$ cat src/pkg/utlw_pkg.sv
// Functional notes
// - Each transfer descriptor is fetched as one fixed 32-byte block of eight words.
// - The transfer type is decoded from the isochronous bit, the token code and whether the descriptor was reached inside a queue.
// - A failed consistency check halts the walk at once and raises an interrupt.
// - The consistency interrupt reaches the output whatever the enable register holds.
// - Link word bits 31 to 4 become address bits 31 to 4 of the next object.
// - In a queue, link bit 2 picks breadth-first (0) or depth-first (1).
// - Depth-first continues with the next descriptor of the same queue.
// - Link bit 1 says whether the next object is a descriptor (0) or a queue head (1).
// - Link bit 0 set means the link address must not be followed.
// - A terminate bit met inside a queue ends that queue.
// - A terminate bit met outside a queue ends the frame.
// - A frame starts from its frame list entry and is skipped when its bit 0 is set.
package utlw_pkg;

  localparam logic [7:0] UTLW_OFF_CTRL   = 8'h00;
  localparam logic [7:0] UTLW_OFF_FRAME  = 8'h04;
  localparam logic [7:0] UTLW_OFF_STATUS = 8'h08;
  localparam logic [7:0] UTLW_OFF_INT_EN = 8'h0c;
  localparam logic [7:0] UTLW_OFF_CLR    = 8'h10;
  localparam logic [7:0] UTLW_OFF_CUR    = 8'h14;
  localparam logic [7:0] UTLW_OFF_TYPE   = 8'h18;

  localparam int unsigned UTLW_CTRL_START  = 0;
  localparam int unsigned UTLW_ST_DONE     = 0;
  localparam int unsigned UTLW_ST_SKIP     = 1;
  localparam int unsigned UTLW_ST_ERR      = 2;
  localparam int unsigned UTLW_ST_BUSY     = 3;
  localparam int unsigned UTLW_ST_HALT     = 4;
  localparam int unsigned UTLW_ST_W        = 3;
  localparam logic [2:0]  UTLW_ST_RESET    = 3'h0;
  localparam logic [2:0]  UTLW_INT_EN_RESET = 3'h0;
  localparam logic [31:0] UTLW_FRAME_RESET = 32'h0000_0000;

  localparam logic [2:0]  UTLW_TD_LAST   = 3'h7;
  localparam logic [2:0]  UTLW_QH_LAST   = 3'h1;
  localparam int unsigned UTLW_ISO_BIT   = 25;
  localparam logic [7:0]  UTLW_PID_IN    = 8'h69;
  localparam logic [7:0]  UTLW_PID_OUT   = 8'he1;
  localparam logic [7:0]  UTLW_PID_SETUP = 8'h2d;

  localparam logic [1:0]  UTLW_RESP_OKAY   = 2'b00;
  localparam logic [1:0]  UTLW_RESP_SLVERR = 2'b10;

  typedef struct packed {
    logic [27:0] next_object_address;
    logic        rsvd;
    logic        walk_order_select;
    logic        object_kind_select;
    logic        final_link_flag;
  } utlw_link_t;

  typedef enum logic [1:0] {
    UTLW_XT_CONTROL,
    UTLW_XT_BULK,
    UTLW_XT_INTERRUPT,
    UTLW_XT_ISO
  } utlw_xfer_t;

  typedef enum logic [1:0] {
    UTLW_FK_FRAME,
    UTLW_FK_TD,
    UTLW_FK_QH
  } utlw_kind_t;

endpackage : utlw_pkg

$ cat src/hw/utlw_walker.sv
// Our own choices: the register addresses and the AXI4-Lite register port.
`timescale 1ns/1ps
module utlw_walker
  import utlw_pkg::*;
(
  input  wire logic        clock_i,
  input  wire logic        rstn_i,
  input  wire logic        ce_i,
  input  wire logic [7:0]  s_axi_awaddr_i,
  input  wire logic        s_axi_awvalid_i,
  output logic             s_axi_awready_o,
  input  wire logic [31:0] s_axi_wdata_i,
  input  wire logic [3:0]  s_axi_wstrb_i,
  input  wire logic        s_axi_wvalid_i,
  output logic             s_axi_wready_o,
  output logic [1:0]       s_axi_bresp_o,
  output logic             s_axi_bvalid_o,
  input  wire logic        s_axi_bready_i,
  input  wire logic [7:0]  s_axi_araddr_i,
  input  wire logic        s_axi_arvalid_i,
  output logic             s_axi_arready_o,
  output logic [31:0]      s_axi_rdata_o,
  output logic [1:0]       s_axi_rresp_o,
  output logic             s_axi_rvalid_o,
  input  wire logic        s_axi_rready_i,
  output logic             mem_rd_req_o,
  output logic [31:0]      mem_rd_addr_o,
  input  wire logic        mem_rd_ack_i,
  input  wire logic [31:0] mem_rd_data_i,
  output logic             irq_o
);

  typedef enum logic [1:0] {S_IDLE, S_FETCH, S_EVAL} utlw_state_t;

  logic rst_s1_q, rst_s2_q, rst_n;
  always_ff @(posedge clock_i or negedge rstn_i) begin
    if (!rstn_i) begin
      rst_s1_q <= 1'b0;
      rst_s2_q <= 1'b0;
    end else begin
      rst_s1_q <= 1'b1;
      rst_s2_q <= rst_s1_q;
    end
  end
  assign rst_n = rst_s2_q;

  // Bus slave state
  logic        awready_q, wready_q, bvalid_q, arready_q, rvalid_q;
  logic        aw_full_q, w_full_q;
  logic [7:0]  aw_addr_q;
  logic [31:0] w_data_q, rdata_q;
  logic [3:0]  w_strb_q;
  logic [1:0]  bresp_q, rresp_q;

  // Walker state
  utlw_state_t state_q;
  utlw_kind_t  kind_q;
  logic [2:0]  idx_q;
  logic [31:0] words_q [8];
  logic [31:0] addr_q, obj_q, frame_q, qh_head_q;
  logic        req_q, inq_q, halt_q, irq_q;
  logic [2:0]  st_q, en_q;
  utlw_xfer_t  xt_q;

  wire aw_hs = s_axi_awvalid_i & awready_q;
  wire w_hs  = s_axi_wvalid_i & wready_q;
  wire ar_hs = s_axi_arvalid_i & arready_q;
  wire wr_go = aw_full_q & w_full_q & ~bvalid_q;

  wire wr_ctrl  = wr_go & (aw_addr_q == UTLW_OFF_CTRL);
  wire wr_frame = wr_go & (aw_addr_q == UTLW_OFF_FRAME);
  wire wr_en    = wr_go & (aw_addr_q == UTLW_OFF_INT_EN);
  wire wr_clr   = wr_go & (aw_addr_q == UTLW_OFF_CLR);
  wire wr_ok    = wr_ctrl | wr_frame | wr_en | wr_clr;

  function automatic logic [31:0] merge(input logic [31:0] old, input logic [31:0] nw,
                                        input logic [3:0] strb);
    logic [31:0] r;
    r = old;
    for (int i = 0; i < 4; i++) begin
      if (strb[i]) r[8*i +: 8] = nw[8*i +: 8];
    end
    return r;
  endfunction : merge

  wire [31:0] wmerged_frame = merge(frame_q, w_data_q, w_strb_q);
  wire [31:0] wmerged_en    = merge({29'h0, en_q}, w_data_q, w_strb_q);
  wire        start = wr_ctrl & w_strb_q[0] & w_data_q[UTLW_CTRL_START]
                      & (state_q == S_IDLE) & ~halt_q;

  // Read decode
  wire [31:0] st_view = {27'h0, halt_q, state_q != S_IDLE, st_q};
  wire        rd_ok   = s_axi_araddr_i inside {UTLW_OFF_CTRL, UTLW_OFF_FRAME,
                          UTLW_OFF_STATUS, UTLW_OFF_INT_EN, UTLW_OFF_CLR,
                          UTLW_OFF_CUR, UTLW_OFF_TYPE};
  wire [31:0] rd_val  = (s_axi_araddr_i == UTLW_OFF_FRAME)  ? frame_q :
                        (s_axi_araddr_i == UTLW_OFF_STATUS) ? st_view :
                        (s_axi_araddr_i == UTLW_OFF_INT_EN) ? {29'h0, en_q} :
                        (s_axi_araddr_i == UTLW_OFF_CUR)    ? obj_q :
                        (s_axi_araddr_i == UTLW_OFF_TYPE)   ? {30'h0, xt_q} : 32'h0;

  always_ff @(posedge clock_i or negedge rst_n) begin
    if (!rst_n) begin
      awready_q <= 1'b1;
      wready_q  <= 1'b1;
      aw_full_q <= 1'b0;
      w_full_q  <= 1'b0;
      aw_addr_q <= 8'h00;
      w_data_q  <= 32'h0;
      w_strb_q  <= 4'h0;
      bvalid_q  <= 1'b0;
      bresp_q   <= UTLW_RESP_OKAY;
    end else if (ce_i) begin
      if (aw_hs) begin
        aw_full_q <= 1'b1;
        aw_addr_q <= s_axi_awaddr_i;
        awready_q <= 1'b0;
      end
      if (w_hs) begin
        w_full_q  <= 1'b1;
        w_data_q  <= s_axi_wdata_i;
        w_strb_q  <= s_axi_wstrb_i;
        wready_q  <= 1'b0;
      end
      if (wr_go) begin
        bvalid_q  <= 1'b1;
        bresp_q   <= wr_ok ? UTLW_RESP_OKAY : UTLW_RESP_SLVERR;
        aw_full_q <= 1'b0;
        w_full_q  <= 1'b0;
      end
      if (bvalid_q && s_axi_bready_i) begin
        bvalid_q  <= 1'b0;
        awready_q <= 1'b1;
        wready_q  <= 1'b1;
      end
    end
  end

  always_ff @(posedge clock_i or negedge rst_n) begin
    if (!rst_n) begin
      arready_q <= 1'b1;
      rvalid_q  <= 1'b0;
      rdata_q   <= 32'h0;
      rresp_q   <= UTLW_RESP_OKAY;
    end else if (ce_i) begin
      if (ar_hs) begin
        arready_q <= 1'b0;
        rvalid_q  <= 1'b1;
        rdata_q   <= rd_val;
        rresp_q   <= rd_ok ? UTLW_RESP_OKAY : UTLW_RESP_SLVERR;
      end else if (rvalid_q && s_axi_rready_i) begin
        rvalid_q  <= 1'b0;
        arready_q <= 1'b1;
      end
    end
  end

  // Fetch sequencing
  utlw_link_t w0, w1;
  assign w0 = utlw_link_t'(words_q[0]);
  assign w1 = utlw_link_t'(words_q[1]);

  wire [2:0] last_idx = (kind_q == UTLW_FK_TD) ? UTLW_TD_LAST :
                        (kind_q == UTLW_FK_QH) ? UTLW_QH_LAST : 3'h0;
  wire       got      = (state_q == S_FETCH) & req_q & mem_rd_ack_i;

  wire [7:0] pid     = words_q[2][7:0];
  wire       pid_ok  = pid inside {UTLW_PID_IN, UTLW_PID_OUT, UTLW_PID_SETUP};
  wire       td_bad  = w0.rsvd | ~pid_ok;
  wire       is_iso  = words_q[1][UTLW_ISO_BIT];

  utlw_xfer_t xt_d;
  always_comb begin
    if (is_iso)                    xt_d = UTLW_XT_ISO;
    else if (pid == UTLW_PID_SETUP) xt_d = UTLW_XT_CONTROL;
    else if (inq_q)                 xt_d = UTLW_XT_BULK;
    else                            xt_d = UTLW_XT_INTERRUPT;
  end

  // Decision on the fetched object
  utlw_link_t nxt;
  logic       ev_done, ev_skip, ev_err, ev_inq;
  always_comb begin
    nxt     = w0;
    ev_done = 1'b0;
    ev_skip = 1'b0;
    ev_err  = 1'b0;
    ev_inq  = inq_q;
    unique case (kind_q)
      UTLW_FK_FRAME: begin
        ev_skip = w0.final_link_flag;
        ev_inq  = 1'b0;
      end
      UTLW_FK_QH: begin
        if (w1.final_link_flag) begin
          nxt    = w0;
          ev_inq = 1'b0;
        end else begin
          nxt    = w1;
          ev_inq = 1'b1;
        end
      end
      UTLW_FK_TD: begin
        ev_err = td_bad;
        if (inq_q) begin
          if (!w0.final_link_flag && w0.walk_order_select) begin
            nxt = w0;
          end else begin
            nxt    = utlw_link_t'(qh_head_q);
            ev_inq = 1'b0;
          end
        end else begin
          ev_done = w0.final_link_flag;
        end
      end
      default: ;
    endcase
    if (!ev_skip && !ev_done && nxt.final_link_flag) begin
      ev_done = 1'b1;
    end
  end

  wire        ev_end  = ev_err | ev_skip | ev_done;
  wire [31:0] nxt_adr = {nxt.next_object_address, 4'h0};
  utlw_kind_t nxt_kind;
  assign nxt_kind = nxt.object_kind_select ? UTLW_FK_QH : UTLW_FK_TD;
  wire        eval    = (state_q == S_EVAL);

  always_ff @(posedge clock_i or negedge rst_n) begin
    if (!rst_n) begin
      state_q   <= S_IDLE;
      kind_q    <= UTLW_FK_FRAME;
      idx_q     <= 3'h0;
      addr_q    <= 32'h0;
      obj_q     <= 32'h0;
      req_q     <= 1'b0;
      inq_q     <= 1'b0;
      qh_head_q <= 32'h0;
      xt_q      <= UTLW_XT_CONTROL;
    end else if (ce_i) begin
      unique case (state_q)
        S_IDLE: begin
          if (start) begin
            state_q <= S_FETCH;
            kind_q  <= UTLW_FK_FRAME;
            idx_q   <= 3'h0;
            addr_q  <= {frame_q[31:2], 2'b00};
            obj_q   <= {frame_q[31:2], 2'b00};
            req_q   <= 1'b1;
            inq_q   <= 1'b0;
          end
        end
        S_FETCH: begin
          if (got) begin
            if (idx_q == last_idx) begin
              state_q <= S_EVAL;
              req_q   <= 1'b0;
            end else begin
              idx_q  <= idx_q + 3'h1;
              addr_q <= addr_q + 32'h4;
            end
          end
        end
        S_EVAL: begin
          if (kind_q == UTLW_FK_TD) xt_q <= xt_d;
          if (kind_q == UTLW_FK_QH) qh_head_q <= words_q[0];
          inq_q <= ev_inq;
          if (ev_end) begin
            state_q <= S_IDLE;
          end else begin
            state_q <= S_FETCH;
            kind_q  <= nxt_kind;
            idx_q   <= 3'h0;
            addr_q  <= nxt_adr;
            obj_q   <= nxt_adr;
            req_q   <= 1'b1;
          end
        end
        default: state_q <= S_IDLE;
      endcase
    end
  end

  always_ff @(posedge clock_i) begin
    if (ce_i && got) words_q[idx_q] <= mem_rd_data_i;
  end

  // Status, enables and interrupt
  wire [2:0] st_set = {eval & ev_err, eval & ev_skip, eval & ev_done & ~ev_err};
  wire [2:0] st_clr = wr_clr ? wmerged_en[2:0] & {3{1'b1}} & w_data_q[2:0] : 3'h0;
  wire [2:0] st_d   = (st_q & ~st_clr) | st_set;
  wire       irq_d  = |(st_d & en_q) | st_d[UTLW_ST_ERR];

  always_ff @(posedge clock_i or negedge rst_n) begin
    if (!rst_n) begin
      st_q    <= UTLW_ST_RESET;
      en_q    <= UTLW_INT_EN_RESET;
      frame_q <= UTLW_FRAME_RESET;
      halt_q  <= 1'b0;
      irq_q   <= 1'b0;
    end else if (ce_i) begin
      st_q  <= st_d;
      irq_q <= irq_d;
      if (wr_en)    en_q    <= wmerged_en[2:0];
      if (wr_frame) frame_q <= wmerged_frame;
      halt_q <= st_d[UTLW_ST_ERR];
    end
  end

  assign s_axi_awready_o = awready_q;
  assign s_axi_wready_o  = wready_q;
  assign s_axi_bvalid_o  = bvalid_q;
  assign s_axi_bresp_o   = bresp_q;
  assign s_axi_arready_o = arready_q;
  assign s_axi_rvalid_o  = rvalid_q;
  assign s_axi_rdata_o   = rdata_q;
  assign s_axi_rresp_o   = rresp_q;
  assign mem_rd_req_o    = req_q;
  assign mem_rd_addr_o   = addr_q;
  assign irq_o           = irq_q;

endmodule : utlw_walker

$ cat config.mk
export PLATFORM = sky130hd
export DESIGN_NAME = utlw_walker
export DESIGN_NICKNAME = d
export VERILOG_FILES = /design/src/pkg/utlw_pkg.sv /design/src/hw/utlw_walker.sv
export SDC_FILE = /design/constraint.sdc
export NUM_CORES = 1
export LEC_CHECK = 0
export BUFFER_PORTS_ARGS = -buffer_cell sky130_fd_sc_hd__buf_2
export CAP_MARGIN = 20
export CORE_ASPECT_RATIO = 1.5
export CORE_UTILIZATION = 45
export DETAILED_ROUTE_END_ITERATION = 8
export SYNTH_ARGS = -nofsm -noshare
export SYNTH_HDL_FRONTEND = slang
export SYNTH_SLANG_ARGS = --single-unit
export TNS_END_PERCENT = 5
$ cat constraint.sdc
create_clock -name clock_i -period 19.61 [get_ports clock_i]
set_input_delay 3.922 -clock clock_i [delete_from_list [all_inputs] [get_ports clock_i]]
set_output_delay 3.922 -clock clock_i [all_outputs]
set_load 0.005 [all_outputs]
; ---- Word-level counts from Yosys, hierarchy flattened
; Memories as Yosys holds them, arrays and structs flattened.
; Cells that the tools add are included.
[op_classes]
n_addsub = 2
mul = 0
n_div = 0
n_lt_le_gt_ge = 0
eq_ne = 23
shift = 0
muxes = 70
bitwise = 35
reduce_logical = 47
[op_table]
columns = operator, n
row1 = 32-bit two-way mux, 11
row2 = 32-bit one-hot mux with 2 select lines, 2
row3 = 32-bit one-hot mux with 3 select lines, 1
row4 = 32-bit by 3-bit adder with 32-bit output (second input constant), 1
row5 = 8-bit by 5-bit == test with 1-bit output (second input constant), 4
row6 = 1-bit two-way mux, 31
row7 = 8-bit by 4-bit == test with 1-bit output (second input constant), 3
row8 = 2-bit two-way mux, 12
row9 = 2-bit AND reduction, 11
row10 = 3-bit two-way mux, 7
row11 = 1-bit AND, 19
row12 = 3-bit AND reduction, 6
row13 = 8-bit by 3-bit == test with 1-bit output (second input constant), 2
row14 = 8-bit zero test, 2
row15 = 2-bit nonzero test, 8
row16 = 4-bit AND reduction, 3
row17 = 6-bit AND reduction, 2
row18 = 3-bit AND, 3
row19 = 3-bit one-hot mux with 3 select lines, 1
row20 = 8-bit by 6-bit == test with 1-bit output (second input constant), 1
row21 = 8-bit by 7-bit == test with 1-bit output (second input constant), 1
row22 = 8-bit == test (second input constant), 1
row23 = 2-bit inequality test (second input constant), 4
row24 = 1-bit bitwise OR, 7
row25 = 19 further kinds, 34
[totals]
reg_bits = 236
latchBits = 0
ramBits = 256
rom_bits = 0
in_bits = 93
output_inout_bits = 75
wordCells = 210
n_memories = 1
[mem_list]
columns = memory, words, word_bits, rd, rd_ports_with_merged_regs, wr, line
row1 = words_q, 8, 32, 3, 0, 1, utlw_walker.sv:59  ; logic [31:0] words_q [8];

; ---- Longest topological paths before layout
; An unclocked memory read counts as a cell.
[logic_depth]
word_depth = 14
ltp_mapped = 11
mapped_depth_nobuf = 8

; ---- Worst setup path before layout
; OpenSTA, ideal clock, no wires.
[synth_timing]
path_type = input -> register
from = input ce_i
to = memory words_q[1][0] (enable)
arrival_ns = 6.905
required_ns = 19.149
slack_ns = 12.244
stages = 4
n_path_buf = 1
cell_sequence = buf_4 inv_2 or4_1 nor3b_1
[synth_via]
elab_chain_len = 3
[synth_lines]
columns = item, line
row1 = start: declaration, utlw_walker.sv:8  ; input wire logic ce_i,
row2 = 1-bit logical AND, utlw_walker.sv:285  ; if (ce_i && got) words_q[idx_q] <= mem_rd_data_i;
row3 = 1-bit two-way mux, utlw_walker.sv:285
row4 = 1-bit two-way mux (not written as such), utlw_walker.sv:285
row5 = end: declaration, utlw_walker.sv:59
; Every way passes these cells.

; ---- Final worst setup path
[layout_timing]
from = input ce_i
to = register addr_q[17] (netlist: mem_rd_addr_o[17])
[layout_via]
elab_chain_len = 1
[layout_lines]
columns = item, line
row1 = 6-bit AND reduction (no line), -
row2 = end signal: assignment, utlw_walker.sv:247  ; addr_q <= {frame_q[31:2], 2'b00};
row3 = end signal: assignment, utlw_walker.sv:260  ; addr_q <= addr_q + 32'h4;
row4 = end signal: assignment, utlw_walker.sv:274  ; addr_q <= nxt_adr;
row5 = end: declaration, utlw_walker.sv:60  ; logic [31:0] addr_q, obj_q, frame_q, qh_head_q;
; Every way passes these cells.
; A chain may end at the register's enable or synchronous reset.

==> impl_metrics.tcl <==
set metrics [dict create \
    status "finished, final reports clean" \
    intPower_uw 1350 \
    dieHeight_um 212 \
    grt_pass1_wl_um 54300 \
    rsz0062_at_grt "false" \
    seq_area_frac_synth_pct 58.7 \
    layout_commonest_cell "dfrtp_1" \
    comb_power_share_pct 27.0 \
    skew_ns 0.0267 \
    yosysWarnings 0 \
    cts_root_buf "clkbuf_16" \
    ir_drop_uv 71.9 \
    cpPeakStageDelay_ns 0.61 \
    synth_edf_count 70 \
    r2r_end "obj_q[13]$_DFFE_PN0P_" \
    die_x_um 142 \
    avgSynthCellArea_um2 11.6 \
    critical_path_class "in2reg" \
    drc_errors 0 \
    ys_async_sr_fraction_pct 76.4 \
    period_needed_ns 6.62 \
    pre_cts_slack_ns 12.43 \
    grt_max_degree 154 \
    dp_hpwl_um 23100 \
    synth_cells 1139 \
    synthAdderAreaFrac_pct 0.849 \
    synth_top_family_by_area "compound AO/OA/AOI/OAI gates" \
    setup_viol 0 \
    synth-seq-cells 297 \
    row_count 76 \
    cp-start-kind "input port" \
    numPortBuffers 163 \
    clk_pin_slew_worst_paths_ns 0.06 \
    path_cells "buf_2 > inv_2 > or4_1 > o32ai_4 > o211ai_1 > buf_4 > or2_1 > buf_4 > o31a_1" \
    ant_nets 0 \
    synth_compound_area_share_pct 15.6 \
    cts_setup_buffers 0 \
    die_area_um2 30200 \
    ctsResizeCount 0 \
    critPathMaxFanout 20 \
    overflow 0 \
    power_frac_seq_pct 44.8 \
    power_frac_clock_pct 28.3 \
    route.vias.total 9595 \
    cts_buffer_depth 3 \
    synth_top_area_share_pct 42.2 \
    leakage_uw 0.00647 \
    antenna_found_initial 0 \
    critPathSlowestCell "or4_1" \
    r2r_slack_ns 16.07 \
    swShare_pct 32.8 \
    synthFlopType "dfrtp_1" \
    drive_gt1_share_pct 28.0 \
    fill_cells 2597 \
    r2r_start "kind_q[0]$_DFFE_PN0P_" \
    coreArea_um2 28800 \
    grt_use_met3_pct 3.60 \
    ctsHoldBuffers 0 \
    relSlewSlack_pct 27.4 \
    mostFrequentLayoutCells "dfrtp_1 (223), buf_2 (163), o21ai_0 (124)" \
    grt.busiest_layer "met2" \
    grt_pass1_vias 9646 \
    power_density_nw_per_um2 130 \
    p_switching_uw 657 \
    final_hold_viol_count 0 \
    crit_required_ns 20.05 \
    cp-end-kind "flip-flop" \
    finalWirelength_um 34500 \
    synth-xor-area-share_pct 1.12 \
    clk_latency_ns 0.57 \
    pin_count 168 \
    nets 1384 \
    areaGrowthSynthToFinish_pct 16.2 \
    start_util_pct 46.1 \
    worst_pin_slew_ns 1.09 \
    synthDistinctLibCells 73 \
    finalCritPeriodShare_pct 33.7 \
    tns_ns 0 \
    via_per_inst 5.66 \
    syn_area_um2 13300 \
    synth_area_leaders "dfrtp_1 (42%), edfxtp_1 (16%), mux2_2 (9.2%)" \
    crit_top_cell "buf_4" \
    first_iter_violations 575 \
    grt_usage_pct 23.4 \
    netlist.top_cell.by_area "dfrtp_1" \
    reg2regPathDepth 8 \
    slew_violations 0 \
    dr.pass1.iters 5 \
    hold_depth 0 \
    cp_data_arrival_time_ns 7.06 \
    cts_tree "built" \
    min_from "rst_s1_q$_DFF_PN0_" \
    antenna_cells 0 \
    cts-buffers-inserted 29 \
    worstHoldPathType "reg2reg" \
    grtUsageMet1_pct 29.6 \
    whs_endpoint "rst_n$_DFF_PN0_" \
    cap_violations 0 \
    setup_slack_ns 12.99 \
    muxShareOfSynthArea_pct 10.7 \
    synth-simple-area-share_pct 9.25 \
    grtUsageMet2_pct 40.4 \
    fmax_mhz 151 \
    gp_congestion 0.886 \
    wl_per_cell_um 20.4 \
    cts.sinks 297 \
    htreeDepth 1 \
]
-- layer usage --
| layer | share of wire, % | routed length, µm |
|---|---|---|
| met1 | 42 | 14300 |
| met3 | 4.9 | 1690 |
| met2 | 51 | 17500 |
| met5 | 0 | 0 |
| met4 | 2.8 | 964 |
-- logic make-up (layout without fill, tap and decap cells) --
group | after synthesis | count (layout)
compound gates | 312 | 312
flops | 297 | 297
simple gates | 261 | 261
mux | 123 | 123
buf+inv | 118 | 280
xor+xnor | 17 | 17
fa+ha+maj | 9 | 9
other cells | 2 | 5
-- state kept, by name, indices dropped and copies added (netlist names), 2 cells and up --
signal and cells:
state_q 2, w_data_q 32, qh_head_q 30, idx_q 3, w_strb_q 4, aw_addr_q 8
mem_rd_addr_o 30, obj_q 30, en_q 3, frame_q 32, xt_q 2, st_q 2
kind_q 2, s_axi_rdata_o 32, words_q 70
-- final cells by class --
cell class                      instances  area [µm²]  area share, %
Sequential cell                       297        7790           50.5
Multi-Input combinational cell        727        5040           32.7
Timing Repair Buffer                  180         956           6.20
Clock buffer                           40         807           5.24
Tap cell                              390         488           3.17
Inverter                               47         176           1.14
Clock inverter                         13         151          0.982
-- cell usage after synthesis (4+ instances only) --
cell and number:
a21oi_1 25, a222oi_1 18, a22oi_1 40, a2bb2oi_1 4
a31o_2 4, a31oi_1 20, a32o_1 5, and2_1 6
and3_1 5, buf_4 5, clkbuf_1 57, dfrtp_1 224
edfxtp_1 70, ha_1 9, inv_1 46, mux2_2 108
mux2_4 11, nand2_1 112, nand2b_1 6, nand3_1 19
nand4_1 9, nor2_1 52, nor2b_1 7, nor3_1 15
nor4_1 4, o211ai_1 9, o21ai_0 124, o221ai_1 5
o31ai_1 16, xnor2_1 12, xor2_1 5
-- per-stage QoR --
step	hold WS (ns)	power [µW]	instances	area (µm²)	util, %
after detailed placement	0.344	1450	1641	14500	50.2
after global routing	0.361	2120	1694	15400	53.5
after global placement	0.336	1440	1641	14500	50.2
after floorplan	0.331	1250	1142	13300	-
final	0.355	2000	1694	15400	53.5
after CTS	0.359	2020	1694	15400	53.5
-- power by group through the flow --
stage / Sequential (µW) / Clock, µW / Combinational [µW]
2_1_floorplan: 871 / 0 / 378
3_3_place_gp: 904 / 0 / 534
3_5_place_dp: 906 / 0 / 543
4_1_cts: 895 / 582 / 546
5_1_grt: 916 / 605 / 595
6_report: 897 / 567 / 540
-- worst max path at each step --
stage / start / endpoint / slack (ns) / cells after the start
after CTS: ce_i / mem_rd_addr_o[17]$_DFFE_PN0P_ / 13.01 / 9
after floorplan: ce_i / words_q[1][0]$_DFFE_PP_ / 12.24 / 4
final: ce_i / mem_rd_addr_o[17]$_DFFE_PN0P_ / 12.99 / 9
after global routing: ce_i / mem_rd_addr_o[17]$_DFFE_PN0P_ / 12.79 / 9
after detailed placement: ce_i / mem_rd_addr_o[12]$_DFFE_PN0P_ / 12.43 / 9
after global placement: ce_i / mem_rd_addr_o[12]$_DFFE_PN0P_ / 12.49 / 9
-- worst max-delay path, delay by kind of cell --
kind / cells / cell delay (ns)
simple gates: 2 / 1.11
buf+inv: 4 / 1.05
compound gates: 3 / 0.95
Note: power is estimated with default switching activity, not from simulation.
